### config.mk
export PLATFORM = sky130hd
export DESIGN_NAME = ptd_channel
export DESIGN_NICKNAME = d
export VERILOG_FILES = /design/src/ptd_pkg.sv /design/src/ptd_sync.sv /design/src/ptd_tick.sv /design/src/ptd_channel.sv
export SDC_FILE = /design/constraint.sdc
export NUM_CORES = 1
export LEC_CHECK = 0
export ABC_AREA = 1
export BUFFER_PORTS_ARGS = -buffer_cell sky130_fd_sc_hd__buf_2
export CORE_UTILIZATION = 27
export CTS_CLUSTER_DIAMETER = 100
export DETAILED_ROUTE_END_ITERATION = 12
export PLACE_DENSITY = 0.49
export SYNTH_ARGS = -nofsm -noshare
export SYNTH_HDL_FRONTEND = slang
export SYNTH_SLANG_ARGS = --single-unit
### constraint.sdc
create_clock -name i_clock -period 31 [get_ports i_clock]
set_clock_uncertainty 0.2 [all_clocks]
set_input_delay 1.55 -clock i_clock [delete_from_list [all_inputs] [get_ports i_clock]]
set_output_delay 1.55 -clock i_clock [all_outputs]
set_load 0.005 [all_outputs]
### src/ptd_pkg.sv
/*
  Package for the pulse train and delay output channel: register map,
  field positions, reset values, modes, states and timing constants.
  Assumes a 20 MHz system clock and a simple strobed register port.
*/
package ptd_pkg;
  // Clock and time base
  localparam int unsigned CLK_HZ = 20_000_000;
  localparam int unsigned TB_1MS_US = 1000;
  localparam int unsigned TB_01MS_US = 100;
  localparam int unsigned TB_1MS_CYC = CLK_HZ / 1_000_000 * TB_1MS_US;
  localparam int unsigned TB_01MS_CYC = CLK_HZ / 1_000_000 * TB_01MS_US;
  // Register width and address width
  localparam int unsigned ADDR_W = 4;
  localparam int unsigned DATA_W = 16;
  // Register offsets (word index)
  localparam logic [3:0] REG_DATA = 4'h0;    // Pulse count or off-delay
  localparam logic [3:0] REG_CTRL = 4'h1;    // Control byte
  localparam logic [3:0] REG_FACTOR = 4'h2;  // Period factor, steps of 0.1
  localparam logic [3:0] REG_CFG = 4'h3;     // Mode and options
  localparam logic [3:0] REG_ONDLY = 4'h4;   // On-delay
  localparam logic [3:0] REG_MINPW = 4'h5;   // Minimum pulse duration
  localparam logic [3:0] REG_PERIOD = 4'h6;  // Period
  localparam logic [3:0] REG_STATUS = 4'h7;  // Channel status
  localparam logic [3:0] REG_IRQ_STS = 4'h8; // Sticky events
  localparam logic [3:0] REG_IRQ_MSK = 4'h9; // Event mask
  // Control byte fields
  localparam int unsigned CTRL_SW_EN = 0;
  // Configuration fields
  localparam int unsigned CFG_MODE = 0;      // 0 pulse train, 1 on/off-delay
  localparam int unsigned CFG_TB = 1;        // 0 1 ms, 1 0.1 ms
  localparam int unsigned CFG_HWGATE = 2;    // Gate input acts as hardware gate
  localparam int unsigned CFG_GRPDIAG = 3;   // Group diagnostics enable
  localparam int unsigned CFG_OUTDIAG = 4;   // Output diagnostics enable
  localparam int unsigned CFG_STOPOFF = 5;   // Output off on controller stop
  // Status fields
  localparam int unsigned STS_EN = 0;
  localparam int unsigned STS_OUT = 1;
  localparam int unsigned STS_SC_OUT = 2;
  localparam int unsigned STS_SC_SUP = 3;
  // Event bits
  localparam int unsigned EV_DONE = 0;
  localparam int unsigned EV_DIAG = 1;
  localparam int unsigned EV_W = 2;
  // Reset values
  localparam logic [15:0] CFG_RST = 16'h0038;
  localparam logic [7:0] FACTOR_RST = 8'h0A;
  localparam logic [7:0] FACTOR_UNITY = 8'h0A;
  // Channel states
  typedef enum logic [4:0] {
    PTD_IDLE = 5'b00001,
    PTD_WAIT = 5'b00010,
    PTD_HIGH = 5'b00100,
    PTD_LOW = 5'b01000,
    PTD_OFFD = 5'b10000
  } ptd_state_t;
endpackage

### src/ptd_sync.sv
/*
  Three-flop input synchroniser with agreement filter.
  Assumes the input is asynchronous to i_clock.
*/
`timescale 1ns/1ps
module ptd_sync (
  // Clock and reset
  input wire logic i_clock,
  input wire logic i_rst_n,
  // Pin and result
  input wire logic i_async,
  output logic o_level
);
  typedef struct packed {
    logic [2:0] sh;
    logic lvl;
  } ptd_sync_st_t;
  ptd_sync_st_t s_reg, s_next;

  // Shift; the filtered level changes only when stages two and three agree
  always_comb begin
    s_next = s_reg;
    s_next.sh = {s_reg.sh[1:0], i_async};
    if (s_reg.sh[1] == s_reg.sh[2]) begin
      s_next.lvl = s_reg.sh[2];
    end
  end

  always_ff @(posedge i_clock or negedge i_rst_n) begin
    if (!i_rst_n) begin
      s_reg <= '0;
    end else begin
      s_reg <= s_next;
    end
  end

  assign o_level = s_reg.lvl;
endmodule

### src/ptd_tick.sv
/*
  Time base divider: one-cycle tick every 1 ms or every 0.1 ms.
  Assumes a 20 MHz clock; restarts when the base selection changes.
*/
`timescale 1ns/1ps
module ptd_tick
  import ptd_pkg::*;
(
  // Clock and reset
  input wire logic i_clock,
  input wire logic i_rst_n,
  // Base select and tick
  input wire logic i_fine,
  output logic o_tick
);
  localparam int unsigned CW = $clog2(TB_1MS_CYC);
  typedef struct packed {
    logic [CW-1:0] cnt;
    logic fine;
  } ptd_tick_st_t;
  ptd_tick_st_t s_reg, s_next;
  logic [CW-1:0] s_top;

  // Count down from the selected length
  always_comb begin
    s_top = i_fine ? CW'(TB_01MS_CYC - 1) : CW'(TB_1MS_CYC - 1);
    s_next = s_reg;
    s_next.fine = i_fine;
    if (s_reg.fine != i_fine || s_reg.cnt == '0) begin
      s_next.cnt = s_top;
    end else begin
      s_next.cnt = s_reg.cnt - CW'(1);
    end
  end

  always_ff @(posedge i_clock or negedge i_rst_n) begin
    if (!i_rst_n) begin
      s_reg <= '0;
    end else begin
      s_reg <= s_next;
    end
  end

  assign o_tick = (s_reg.cnt == '0) && (s_reg.fine == i_fine);
endmodule

### src/ptd_channel.sv
/*
  One pulse output channel: pulse-train and on/off-delay modes, time base,
  diagnostics, controller-stop response, registers and interrupt.
  Assumes a register master on i_clock with one-cycle strobes; pins async.
*/
// The register offsets and the address-and-strobe port were left to the implementer.
// Behaviour
// - All durations count in units of the selected time base.
// - Pulse train: high for minimum pulse duration, low for period minus it.
// - With hardware gate and software enable set, rising gate starts the train.
// - Zero on-delay drives the output with no added delay.
// - Group diagnostics report encoder supply short; output short is gated by output diagnostics.
// - Output diagnostics detect a short on the control output.
// - When configured, controller stop forces the control output off.
// - On/off-delay: output follows the gate, on while gate stays asserted.
// - On/off-delay: output turns on after the on-delay from gate assertion.
// - On/off-delay: output turns off after the full off-delay.
// - On/off-delay ignores minimum pulse duration and period.
// - Output state flag reports the control output.
// - Enable status flag clears after the preset pulses are out.
`timescale 1ns/1ps
module ptd_channel
  import ptd_pkg::*;
#(
  parameter int unsigned CNT_W = 16
) (
  // Clock and reset
  input wire logic i_clock,
  input wire logic i_rst_n,
  // Register port
  input wire logic [ptd_pkg::ADDR_W-1:0] i_addr,
  input wire logic [ptd_pkg::DATA_W-1:0] i_wdata,
  input wire logic i_wr,
  input wire logic i_rd,
  output logic [ptd_pkg::DATA_W-1:0] o_rdata,
  // Pins
  input wire logic i_gate_input,
  input wire logic i_out_short,
  input wire logic i_supply_short,
  input wire logic i_ctrl_stop,
  output logic o_control_out,
  // Interrupt and diagnostics
  output logic o_irq,
  output logic o_diag
);
  initial begin
    if (CNT_W < 8 || CNT_W > 32) begin
      $error("CNT_W out of range");
    end
  end

  typedef struct packed {
    ptd_state_t st;
    logic [15:0] data;
    logic [7:0] ctrl;
    logic [7:0] factor;
    logic [15:0] cfg;
    logic [15:0] ondly;
    logic [15:0] minpw;
    logic [15:0] period;
    logic [CNT_W-1:0] tcnt;
    logic [15:0] pulses;
    logic en_sts;
    logic out;
    logic gate_d;
    logic [EV_W-1:0] ev;
    logic [EV_W-1:0] msk;
    logic [15:0] rdata;
  } ptd_st_t;
  ptd_st_t s_reg, s_next;

  logic s_gate;
  logic s_osc;
  logic s_ssc;
  logic s_stop;
  logic s_tick;
  logic s_sw_en;
  logic s_odm;
  logic s_hwg;
  logic s_gate_rise;
  logic s_out_sc;
  logic s_sup_sc;
  logic [CNT_W+7:0] s_scaled;
  logic [CNT_W-1:0] s_low_len;
  logic [EV_W-1:0] s_ev_set;

  // Synchronise every pin input
  ptd_sync u_sync_gate (.i_clock(i_clock), .i_rst_n(i_rst_n),
    .i_async(i_gate_input), .o_level(s_gate));
  ptd_sync u_sync_osc (.i_clock(i_clock), .i_rst_n(i_rst_n),
    .i_async(i_out_short), .o_level(s_osc));
  ptd_sync u_sync_ssc (.i_clock(i_clock), .i_rst_n(i_rst_n),
    .i_async(i_supply_short), .o_level(s_ssc));
  ptd_sync u_sync_stop (.i_clock(i_clock), .i_rst_n(i_rst_n),
    .i_async(i_ctrl_stop), .o_level(s_stop));

  // Time base tick
  ptd_tick u_tick (
    .i_clock(i_clock),
    .i_rst_n(i_rst_n),
    .i_fine(s_reg.cfg[CFG_TB]),
    .o_tick(s_tick)
  );

  // Register decode used by the write paths; the read path decodes i_addr in its own case
  function automatic logic hit(input logic [ADDR_W-1:0] a, input logic [3:0] off);
    return a == off;
  endfunction

  // Widen a duration to the counter width
  function automatic logic [CNT_W-1:0] wid(input logic [15:0] v);
    return CNT_W'(v);
  endfunction

  // Derived control terms
  always_comb begin
    s_sw_en = s_reg.ctrl[CTRL_SW_EN];
    s_odm = s_reg.cfg[CFG_MODE];
    s_hwg = s_reg.cfg[CFG_HWGATE];
    s_gate_rise = s_gate && !s_reg.gate_d;
    s_out_sc = s_osc && s_reg.cfg[CFG_OUTDIAG];
    s_sup_sc = s_ssc && s_reg.cfg[CFG_GRPDIAG];
    // Period scaled by factor / 10, low time is period less high time
    s_scaled = CNT_W'(s_reg.period) * s_reg.factor / FACTOR_UNITY;
    if (s_scaled[CNT_W-1:0] > wid(s_reg.minpw)) begin
      s_low_len = s_scaled[CNT_W-1:0] - wid(s_reg.minpw);
    end else begin
      s_low_len = '0;
    end
  end

  // Next state of the whole channel
  always_comb begin
    s_next = s_reg;
    s_ev_set = '0;
    s_next.gate_d = s_gate;
    // Register writes
    if (i_wr) begin
      if (hit(i_addr, REG_DATA)) s_next.data = i_wdata;
      if (hit(i_addr, REG_CTRL)) s_next.ctrl = i_wdata[7:0];
      if (hit(i_addr, REG_FACTOR)) s_next.factor = i_wdata[7:0];
      if (hit(i_addr, REG_CFG)) s_next.cfg = i_wdata;
      if (hit(i_addr, REG_ONDLY)) s_next.ondly = i_wdata;
      if (hit(i_addr, REG_MINPW)) s_next.minpw = i_wdata;
      if (hit(i_addr, REG_PERIOD)) s_next.period = i_wdata;
      if (hit(i_addr, REG_IRQ_MSK)) s_next.msk = i_wdata[EV_W-1:0];
    end
    // Sequencer; time counters step on the base tick
    case (s_reg.st)
      PTD_IDLE: begin
        s_next.out = 1'b0;
        if (s_sw_en && !s_reg.ctrl[CTRL_SW_EN] == 1'b0) begin
          if (s_odm) begin
            if (s_gate) begin
              s_next.tcnt = wid(s_reg.ondly);
              if (s_reg.ondly == '0) begin
                s_next.out = 1'b1;
                s_next.st = PTD_HIGH;
              end else begin
                s_next.st = PTD_WAIT;
              end
            end
          end else if (s_reg.en_sts && (!s_hwg || s_gate_rise)) begin
            s_next.pulses = s_reg.data;
            s_next.tcnt = wid(s_reg.ondly);
            if (s_reg.data == '0) begin
              s_next.en_sts = 1'b0;
              s_ev_set[EV_DONE] = 1'b1;
            end else if (s_reg.ondly == '0) begin
              s_next.out = 1'b1;
              s_next.tcnt = wid(s_reg.minpw);
              s_next.st = PTD_HIGH;
            end else begin
              s_next.st = PTD_WAIT;
            end
          end
        end
      end
      PTD_WAIT: begin
        if (s_odm && !s_gate) begin
          s_next.st = PTD_IDLE;
        end else if (s_tick) begin
          if (s_reg.tcnt <= CNT_W'(1)) begin
            s_next.out = 1'b1;
            s_next.tcnt = wid(s_reg.minpw);
            s_next.st = PTD_HIGH;
          end else begin
            s_next.tcnt = s_reg.tcnt - CNT_W'(1);
          end
        end
      end
      PTD_HIGH: begin
        if (s_odm) begin
          // Pulse parameters play no part here
          if (!s_gate) begin
            s_next.tcnt = wid(s_reg.data);
            if (s_reg.data == '0) begin
              s_next.out = 1'b0;
              s_next.st = PTD_IDLE;
            end else begin
              s_next.st = PTD_OFFD;
            end
          end
        end else if (s_tick) begin
          if (s_reg.tcnt <= CNT_W'(1)) begin
            s_next.out = 1'b0;
            s_next.pulses = s_reg.pulses - 16'h0001;
            s_next.tcnt = s_low_len;
            s_next.st = PTD_LOW;
          end else begin
            s_next.tcnt = s_reg.tcnt - CNT_W'(1);
          end
        end
      end
      PTD_LOW: begin
        if (s_reg.pulses == '0) begin
          s_next.en_sts = 1'b0;
          s_ev_set[EV_DONE] = 1'b1;
          s_next.st = PTD_IDLE;
        end else if (s_tick || s_reg.tcnt == '0) begin
          if (s_reg.tcnt <= CNT_W'(1)) begin
            s_next.out = 1'b1;
            s_next.tcnt = wid(s_reg.minpw);
            s_next.st = PTD_HIGH;
          end else begin
            s_next.tcnt = s_reg.tcnt - CNT_W'(1);
          end
        end
      end
      PTD_OFFD: begin
        if (s_gate) begin
          s_next.st = PTD_HIGH;
        end else if (s_tick) begin
          if (s_reg.tcnt <= CNT_W'(1)) begin
            s_next.out = 1'b0;
            s_ev_set[EV_DONE] = 1'b1;
            s_next.st = PTD_IDLE;
          end else begin
            s_next.tcnt = s_reg.tcnt - CNT_W'(1);
          end
        end
      end
      default: begin
        s_next.st = PTD_IDLE;
        s_next.out = 1'b0;
      end
    endcase
    // Abort on software enable clear, or on controller stop when stop-off is configured
    if (!s_sw_en || (s_stop && s_reg.cfg[CFG_STOPOFF])) begin
      s_next.out = 1'b0;
      s_next.st = PTD_IDLE;
      s_next.en_sts = s_sw_en && s_reg.en_sts && !s_stop;
    end
    // Enable status follows a fresh software enable; placed after the abort
    // so that the write that sets the enable is not undone by the old value
    if (i_wr && hit(i_addr, REG_CTRL) && i_wdata[CTRL_SW_EN] && !s_sw_en) begin
      s_next.en_sts = 1'b1;
    end
    if (s_out_sc) begin
      s_next.out = 1'b0;
    end
    // Sticky events: set wins over write-one-to-clear
    s_ev_set[EV_DIAG] = s_out_sc || s_sup_sc;
    if (i_wr && hit(i_addr, REG_IRQ_STS)) begin
      s_next.ev = s_reg.ev & ~i_wdata[EV_W-1:0];
    end
    s_next.ev = s_next.ev | s_ev_set;
    // Read data registered for the next cycle
    s_next.rdata = '0;
    if (i_rd) begin
      case (i_addr)
        REG_DATA: s_next.rdata = s_reg.data;
        REG_CTRL: s_next.rdata = {8'h00, s_reg.ctrl};
        REG_FACTOR: s_next.rdata = {8'h00, s_reg.factor};
        REG_CFG: s_next.rdata = s_reg.cfg;
        REG_ONDLY: s_next.rdata = s_reg.ondly;
        REG_MINPW: s_next.rdata = s_reg.minpw;
        REG_PERIOD: s_next.rdata = s_reg.period;
        REG_STATUS: begin
          s_next.rdata[STS_EN] = s_reg.en_sts;
          s_next.rdata[STS_OUT] = s_reg.out;
          s_next.rdata[STS_SC_OUT] = s_out_sc;
          s_next.rdata[STS_SC_SUP] = s_sup_sc;
        end
        REG_IRQ_STS: s_next.rdata = {{(16-EV_W){1'b0}}, s_reg.ev};
        REG_IRQ_MSK: s_next.rdata = {{(16-EV_W){1'b0}}, s_reg.msk};
        default: s_next.rdata = '0;
      endcase
    end
  end

  always_ff @(posedge i_clock or negedge i_rst_n) begin
    if (!i_rst_n) begin
      s_reg <= '0;
      s_reg.st <= PTD_IDLE;
      s_reg.cfg <= CFG_RST;
      s_reg.factor <= FACTOR_RST;
    end else begin
      s_reg <= s_next;
    end
  end

  // Outputs
  assign o_control_out = s_reg.out;
  assign o_rdata = s_reg.rdata;
  assign o_irq = |(s_reg.ev & s_reg.msk);
  assign o_diag = s_reg.ev[EV_DIAG];
endmodule

### Yosys cells after proc, flatten, opt, wreduce, memory -nomap -nowiden

Index checks and enable logic that the tools add are counted.

* register bits: 188
* latch bits: 0
* memory bits (writable): 0
* ROM bits: 0
* output and inout port bits: 19
* memories: 0

* add/sub/neg operators: 4
* multipliers: 1
* div/mod/pow operators: 1
* order comparisons: 2
* equality and inequality tests: 60
* shift operators: 0
* multiplexer cells: 81
* bitwise operators: 4
* reduce and logical (&&, ||, !) cells: 46

Operator list (number)
* $mux W16: 19
* $mux W5: 19
* $pmux W12 S7: 1
* $pmux W16 S5: 1
* $mux W34: 2
* $ne A4 B4 Y1 const B: 17
* $logic_not A16 Y1: 4
* $pmux W4 S10: 1
* $mux W32: 1
* $pmux W16 S2: 1
* $sub A16 B1 Y16 const B: 2
* $mux W15: 2
* $mux W1: 26
* $ne A2 B2 Y1 const B: 13
* $pmux W5 S5: 1
* $div A24 B4 Y24 const B: 1
* $mul A16 B8 Y24: 1
* $mux W17: 1
* $eq A4 B3 Y1 const B: 4
* $gt A16 B16 Y1: 1
* $le A16 B1 Y1 const B: 1
* $reduce_and A2 Y1: 8
* $sub A16 B16 Y16: 1
* $logic_not A15 Y1: 1
* 35 further kinds: 70

### Longest topological paths before layout

* depth after elaboration: 10
* mapped depth: 138
* gate-level depth less buffers: 136

### By module

Synthesis repeated with hierarchy kept, for this count alone.

* cells, all modules: 2349
* area, all modules: 16799.9 µm²

By module, submodules not included
* ptd_channel: instances 1, cells an instance 2189, area each 15346.0 µm², seq. area each 3911.3 µm²
* ptd_tick: instances 1, cells an instance 128, area each 988.4 µm², seq. area each 400.4 µm²
* ptd_sync: instances 4, cells an instance 8, area each 116.4 µm², seq. area each 100.1 µm²

### Worst setup path after synthesis

OpenSTA, ideal clock, no wires.

* path type: reg-to-reg
* start point: register s_reg[122] (netlist name)
* end point: register s_reg[54] (netlist name)
* setup time: 137 ps
* arrival time: 12638 ps
* data required time: 30663 ps
* path slack: 18025 ps
* stages on the path, launching flop included: 122
* period minus slack after synthesis: 12975 ps
* path through: dfstp_2 -> clkbuf_1 -> clkbuf_1 -> nand2_1 -> fa_1 -> fa_1 -> inv_1 -> fa_1 -> inv_1 -> fa_1 -> inv_1 -> ha_1 -> nand2_1 -> inv_1 -> nand2_1 -> nand2_1 -> nand2_1 -> nand3_2 -> (+86 left out) -> nand2_1 -> a21oi_1 -> or2_2 -> nand2_1 -> a21oi_1 -> o21ai_0 -> nand2_1 -> inv_1 -> nor2_1 -> o21ai_0 -> and2_1 -> nor2_1 -> nor2_1 -> nor2_1 -> nor2_1 -> o22ai_1 -> a221oi_1 -> a31oi_1

* word-level cells in the longest chain between the ends: 8

RTL lines
* start, declared: line ptd_channel.sv:70 `ptd_st_t s_reg, s_next;`
* start signal, assigned: line ptd_channel.sv:299 `s_reg <= s_next;`
* $mul A16 B8 Y24 *: line ptd_channel.sv:124 `s_scaled = CNT_W'(s_reg.period) * s_reg.factor / FACTOR_UNITY;`
* $div A24 B4 Y24 *: line ptd_channel.sv:124
* $sub A16 B16 Y16 or $gt A16 B16 Y1 (tied branches): line ptd_channel.sv:126, ptd_channel.sv:125
* $mux W16 *: line ptd_channel.sv:125 `if (s_scaled[CNT_W-1:0] > wid(s_reg.minpw)) begin`
* $mux W16 *: line ptd_channel.sv:205 `if (s_reg.tcnt <= CNT_W'(1)) begin`
* $mux W32 *: line ptd_channel.sv:204 `end else if (s_tick) begin`
* $mux W16 *: line ptd_channel.sv:193 `if (s_odm) begin`
* $pmux W16 S5 *: line ptd_channel.sv:149 `case (s_reg.st)`

Every way passes the cells marked *; elsewhere a longest branch is shown, timed or not. The select of a mux whose other input is x is not followed.
A chain may end at the register's enable or synchronous reset.

### Final worst setup path

* start point: register s_reg[125] (netlist name)
* end point: register s_reg[54] (netlist name)

The elaborated chain is that of the path after synthesis.

==> flow_metrics.env <==
export IMPL_syn_cell_area_mm2=0.0164
export IMPL_numCtsBuffers=17
export IMPL_yosys_most_used_dff="sky130_fd_sc_hd__dfrtp_1"
export IMPL_timing_fmax_ghz=0.0687
export IMPL_worst_path_largest_cell_delay_ns=0.81
export IMPL_synth_edf_count=0
export IMPL_final_max_slew_viol_count=0
export IMPL_setup_violations=0
export IMPL_cts_resized=0
export IMPL_synthDistinctLibCells=58
export IMPL_setup_slack_of_the_critical_path_after_layout_ns=16.45
export IMPL_setup_tns_ns=0
export IMPL_hp_start="u_sync_stop.s_next[2]$_DFF_PN0_"
export IMPL_finalHoldViolations=0
export IMPL_ant_nets=0
export IMPL_final_period_minus_worst_setup_slack_ns=14.55
export IMPL_totalWireLength_mm=49.6
export IMPL_crit_path_start_kind="flip-flop"
export IMPL_count_of_buffers_from_port_buffering=46
export IMPL_flow_area_growth_from_synthesis_pct=8.89
export IMPL_vias_per_cell=4.83
export IMPL_via_count_of_the_first_global_routing_pass=14800
export IMPL_worstPathArrival_ns=14.64
export IMPL_cts_max_path_buffers=2
export IMPL_required_ns=31.09
export IMPL_syn_mean_instance_area_um2=7.18
export IMPL_ys_ff_latch=188
export IMPL_via_count=14700
export IMPL_tritoncts="yes"
export IMPL_multi_input_comb_area_mm2=0.00965
export IMPL_worst_skew_pair_late_latency_ns=0.45
export IMPL_cts_root_buf="sky130_fd_sc_hd__clkbuf_16"
export IMPL_drive_gt1_share_pct=9.68
export IMPL_maxCapViolCount=0
export IMPL_cts_hold_repair_buffers=0
export IMPL_fp_dieArea_mm2=0.0616
export IMPL_r2r_start="s_reg[125]$_DFFE_PN0P_"
export IMPL_synthesis_nets=2457
export IMPL_core_mm2=0.0595
export IMPL_grt_ovfl_total=0
export IMPL_htreeDepth=4
export IMPL_worst_path_most_repeated_cell="sky130_fd_sc_hd__nand2_1"
export IMPL_post_drt_wl_per_cell_um=16.3
export IMPL_reg2regPathDepth=120
export IMPL_row_count=89
export IMPL_async_reset_ff_share_pct=100
export IMPL_violation_count_after_the_first_detailed_route_iteration=993
export IMPL_worst_slew_pin_slew_ns=1.14
export IMPL_count_of_yosys_warnings_during_synthesis=0
export IMPL_detailedPlace_worstSlack_ns=16.40
export IMPL_critPathSlowestCell="sky130_fd_sc_hd__dfrtp_1"
export IMPL_yosysSeqAreaShare_pct=28.8
export IMPL_grt_pass1_wl_mm=81.5
export IMPL_r2r_end="s_reg[54]$_DFFE_PN0P_"
export IMPL_syn_instance_count=2280
export IMPL_min_path_type="reg -> reg"
export IMPL_starting_density_of_the_core_pct=27.5
export IMPL_worstPathMaxFanout=18
export IMPL_min_delay_worst_endpoint="u_sync_stop.s_next[3]$_DFF_PN0_"
export IMPL_synth_largest_area_cell="sky130_fd_sc_hd__dfrtp_1"
export IMPL_max_slew_margin_rel_pct=24.2
export IMPL_setup_reg_to_reg_worst_slack_ns=16.45
export IMPL_clkSlewWorstSetupHoldPaths_ns=0.08
export IMPL_fp_dieH_um=248
export IMPL_num_io_pins=47
export IMPL_drt_pre_antenna_iters=7
export IMPL_diodes=0
export IMPL_endpoint_kind="flip-flop"
export IMPL_final_fill_count=6538
export IMPL_number_of_buffers_inserted_to_repair_setup_after_cts=0
export IMPL_largest_register_ffs=136
export IMPL_initial_antenna_violation_count=3
export IMPL_gr_usage_all_layers_pct=16.8
export IMPL_die_outline_width_um=248
export IMPL_seq_area_mm2=0.00471
export IMPL_synth_top_cell_area_share_pct=27.8
export IMPL_whs_path_depth=0
export IMPL_detail_route_drc_violations=0
export IMPL_gpl_final_weighted_congestion=0.909
export IMPL_status="completed"
export IMPL_netlist_top_cells_area="sky130_fd_sc_hd__dfrtp_1 28%, sky130_fd_sc_hd__nand2_1 13%, sky130_fd_sc_hd__fa_1 10%"
export IMPL_layout_worst_path_cycle_share_pct=46.9
export IMPL_critical_path_class="reg -> reg"
export IMPL_design_final_nets=2437
export IMPL_cts_num_sinks=188
export IMPL_dp_hpwl_mm=38.9
export IMPL_rsz0062_at_grt="false"
export IMPL_grt_start_max_net_pins=122
-- kinds of logic after synthesis --
family | after synthesis | share of synthesized area [%]
and+or+nand+nor | 982 | 26.6
buffers and inverters | 518 | 12.2
AOI/OAI and AO/OA | 386 | 14.0
DFF | 188 | 28.8
adders and majority gates | 153 | 15.5
xor gates and xnor gates | 53 | 2.84
-- final cells by class --
cell class	instances	area share (%)
multi-input combinational	1574	54.1
clock inverter	15	0.927
tap	773	5.43
timing repair buffer	56	1.76
sequential	188	26.4
clock buffer	17	2.39
inverter	423	8.91
-- worst max path at each step --
stage / startpoint / to / cells after the start
floorplan: s_reg[122]$_DFFE_PN1P_ / s_reg[54]$_DFFE_PN0P_ / 121
global placement: s_reg[121]$_DFFE_PN0P_ / s_reg[54]$_DFFE_PN0P_ / 126
detailed placement: s_reg[121]$_DFFE_PN0P_ / s_reg[54]$_DFFE_PN0P_ / 118
CTS: s_reg[126]$_DFFE_PN0P_ / s_reg[54]$_DFFE_PN0P_ / 122
global route: s_reg[124]$_DFFE_PN0P_ / s_reg[54]$_DFFE_PN0P_ / 121
finish: s_reg[125]$_DFFE_PN0P_ / s_reg[54]$_DFFE_PN0P_ / 120
-- metrics by stage --
step	hold WS (ns)	utilization (%)	cell area [um^2]	std cells
6_report	0.154	30.0	17800	3046
5_1_grt	0.166	30.0	17800	3046
4_1_cts	0.155	30.0	17800	3046
3_5_place_dp	0.136	29.0	17200	3014
3_3_place_gp	0.134	29.0	17200	3014
2_1_floorplan	0.131	-	16400	2280
-- worst max-delay path, delay by kind of cell (launching register included) --
kind	cells	cell delay [ns]
AOI/OAI and AO/OA	13	1.74
buffers and inverters	11	0.76
DFF	1	0.81
and+or+nand+nor	90	8.16
adders and majority gates	6	2.67
-- per-layer routing --
metal	wire, um	up-vias	track usage (%)
li1	-	7194	-
met1	23200	7168	22.9
met2	23500	307	28.2
met3	2080	46	2.05
met4	922	0	3.86
met5	0	-	0
-- cell usage after synthesis (4+ instances only) --
master	instances
sky130_fd_sc_hd__o211ai_1	17
sky130_fd_sc_hd__nand2_4	22
sky130_fd_sc_hd__xnor2_1	22
sky130_fd_sc_hd__nor3_1	14
sky130_fd_sc_hd__dfrtp_1	182
sky130_fd_sc_hd__clkinv_1	4
sky130_fd_sc_hd__nand2_1	574
sky130_fd_sc_hd__nand2_2	42
sky130_fd_sc_hd__o21ai_0	172
sky130_fd_sc_hd__maj3_1	4
sky130_fd_sc_hd__dfstp_2	6
sky130_fd_sc_hd__xor2_1	31
sky130_fd_sc_hd__nand3_1	115
sky130_fd_sc_hd__o32ai_1	4
sky130_fd_sc_hd__a21oi_2	4
sky130_fd_sc_hd__a21oi_1	66
sky130_fd_sc_hd__a221oi_1	24
sky130_fd_sc_hd__fa_1	85
sky130_fd_sc_hd__ha_1	64
sky130_fd_sc_hd__inv_2	30
sky130_fd_sc_hd__nand3_2	16
sky130_fd_sc_hd__buf_4	16
sky130_fd_sc_hd__o21ai_1	5
sky130_fd_sc_hd__clkbuf_1	77
sky130_fd_sc_hd__nor2_1	152
sky130_fd_sc_hd__nor4_1	10
sky130_fd_sc_hd__a31oi_1	27
sky130_fd_sc_hd__nand4_1	20
sky130_fd_sc_hd__inv_1	389
sky130_fd_sc_hd__o2111ai_1	7
sky130_fd_sc_hd__nand3b_1	4
sky130_fd_sc_hd__o22ai_1	35
-- cell usage in the layout, fill, tap and decap left out, types with 14 or more instances in the layout --
cell / count
sky130_fd_sc_hd__a21oi_1: 66
sky130_fd_sc_hd__a221oi_1: 24
sky130_fd_sc_hd__a31oi_1: 27
sky130_fd_sc_hd__buf_2: 45
sky130_fd_sc_hd__clkbuf_16: 17
sky130_fd_sc_hd__dfrtp_1: 182
sky130_fd_sc_hd__fa_1: 85
sky130_fd_sc_hd__ha_1: 64
sky130_fd_sc_hd__inv_1: 389
sky130_fd_sc_hd__inv_2: 30
sky130_fd_sc_hd__nand2_1: 574
sky130_fd_sc_hd__nand2_2: 42
sky130_fd_sc_hd__nand2_4: 22
sky130_fd_sc_hd__nand3_1: 115
sky130_fd_sc_hd__nand3_2: 16
sky130_fd_sc_hd__nand4_1: 20
sky130_fd_sc_hd__nor2_1: 152
sky130_fd_sc_hd__nor3_1: 14
sky130_fd_sc_hd__o211ai_1: 17
sky130_fd_sc_hd__o21ai_0: 172
sky130_fd_sc_hd__o22ai_1: 35
sky130_fd_sc_hd__xnor2_1: 22
sky130_fd_sc_hd__xor2_1: 31
Power is not shown: default switching activity piles up to over one toggle a cycle in this logic, so the estimate is an artifact.
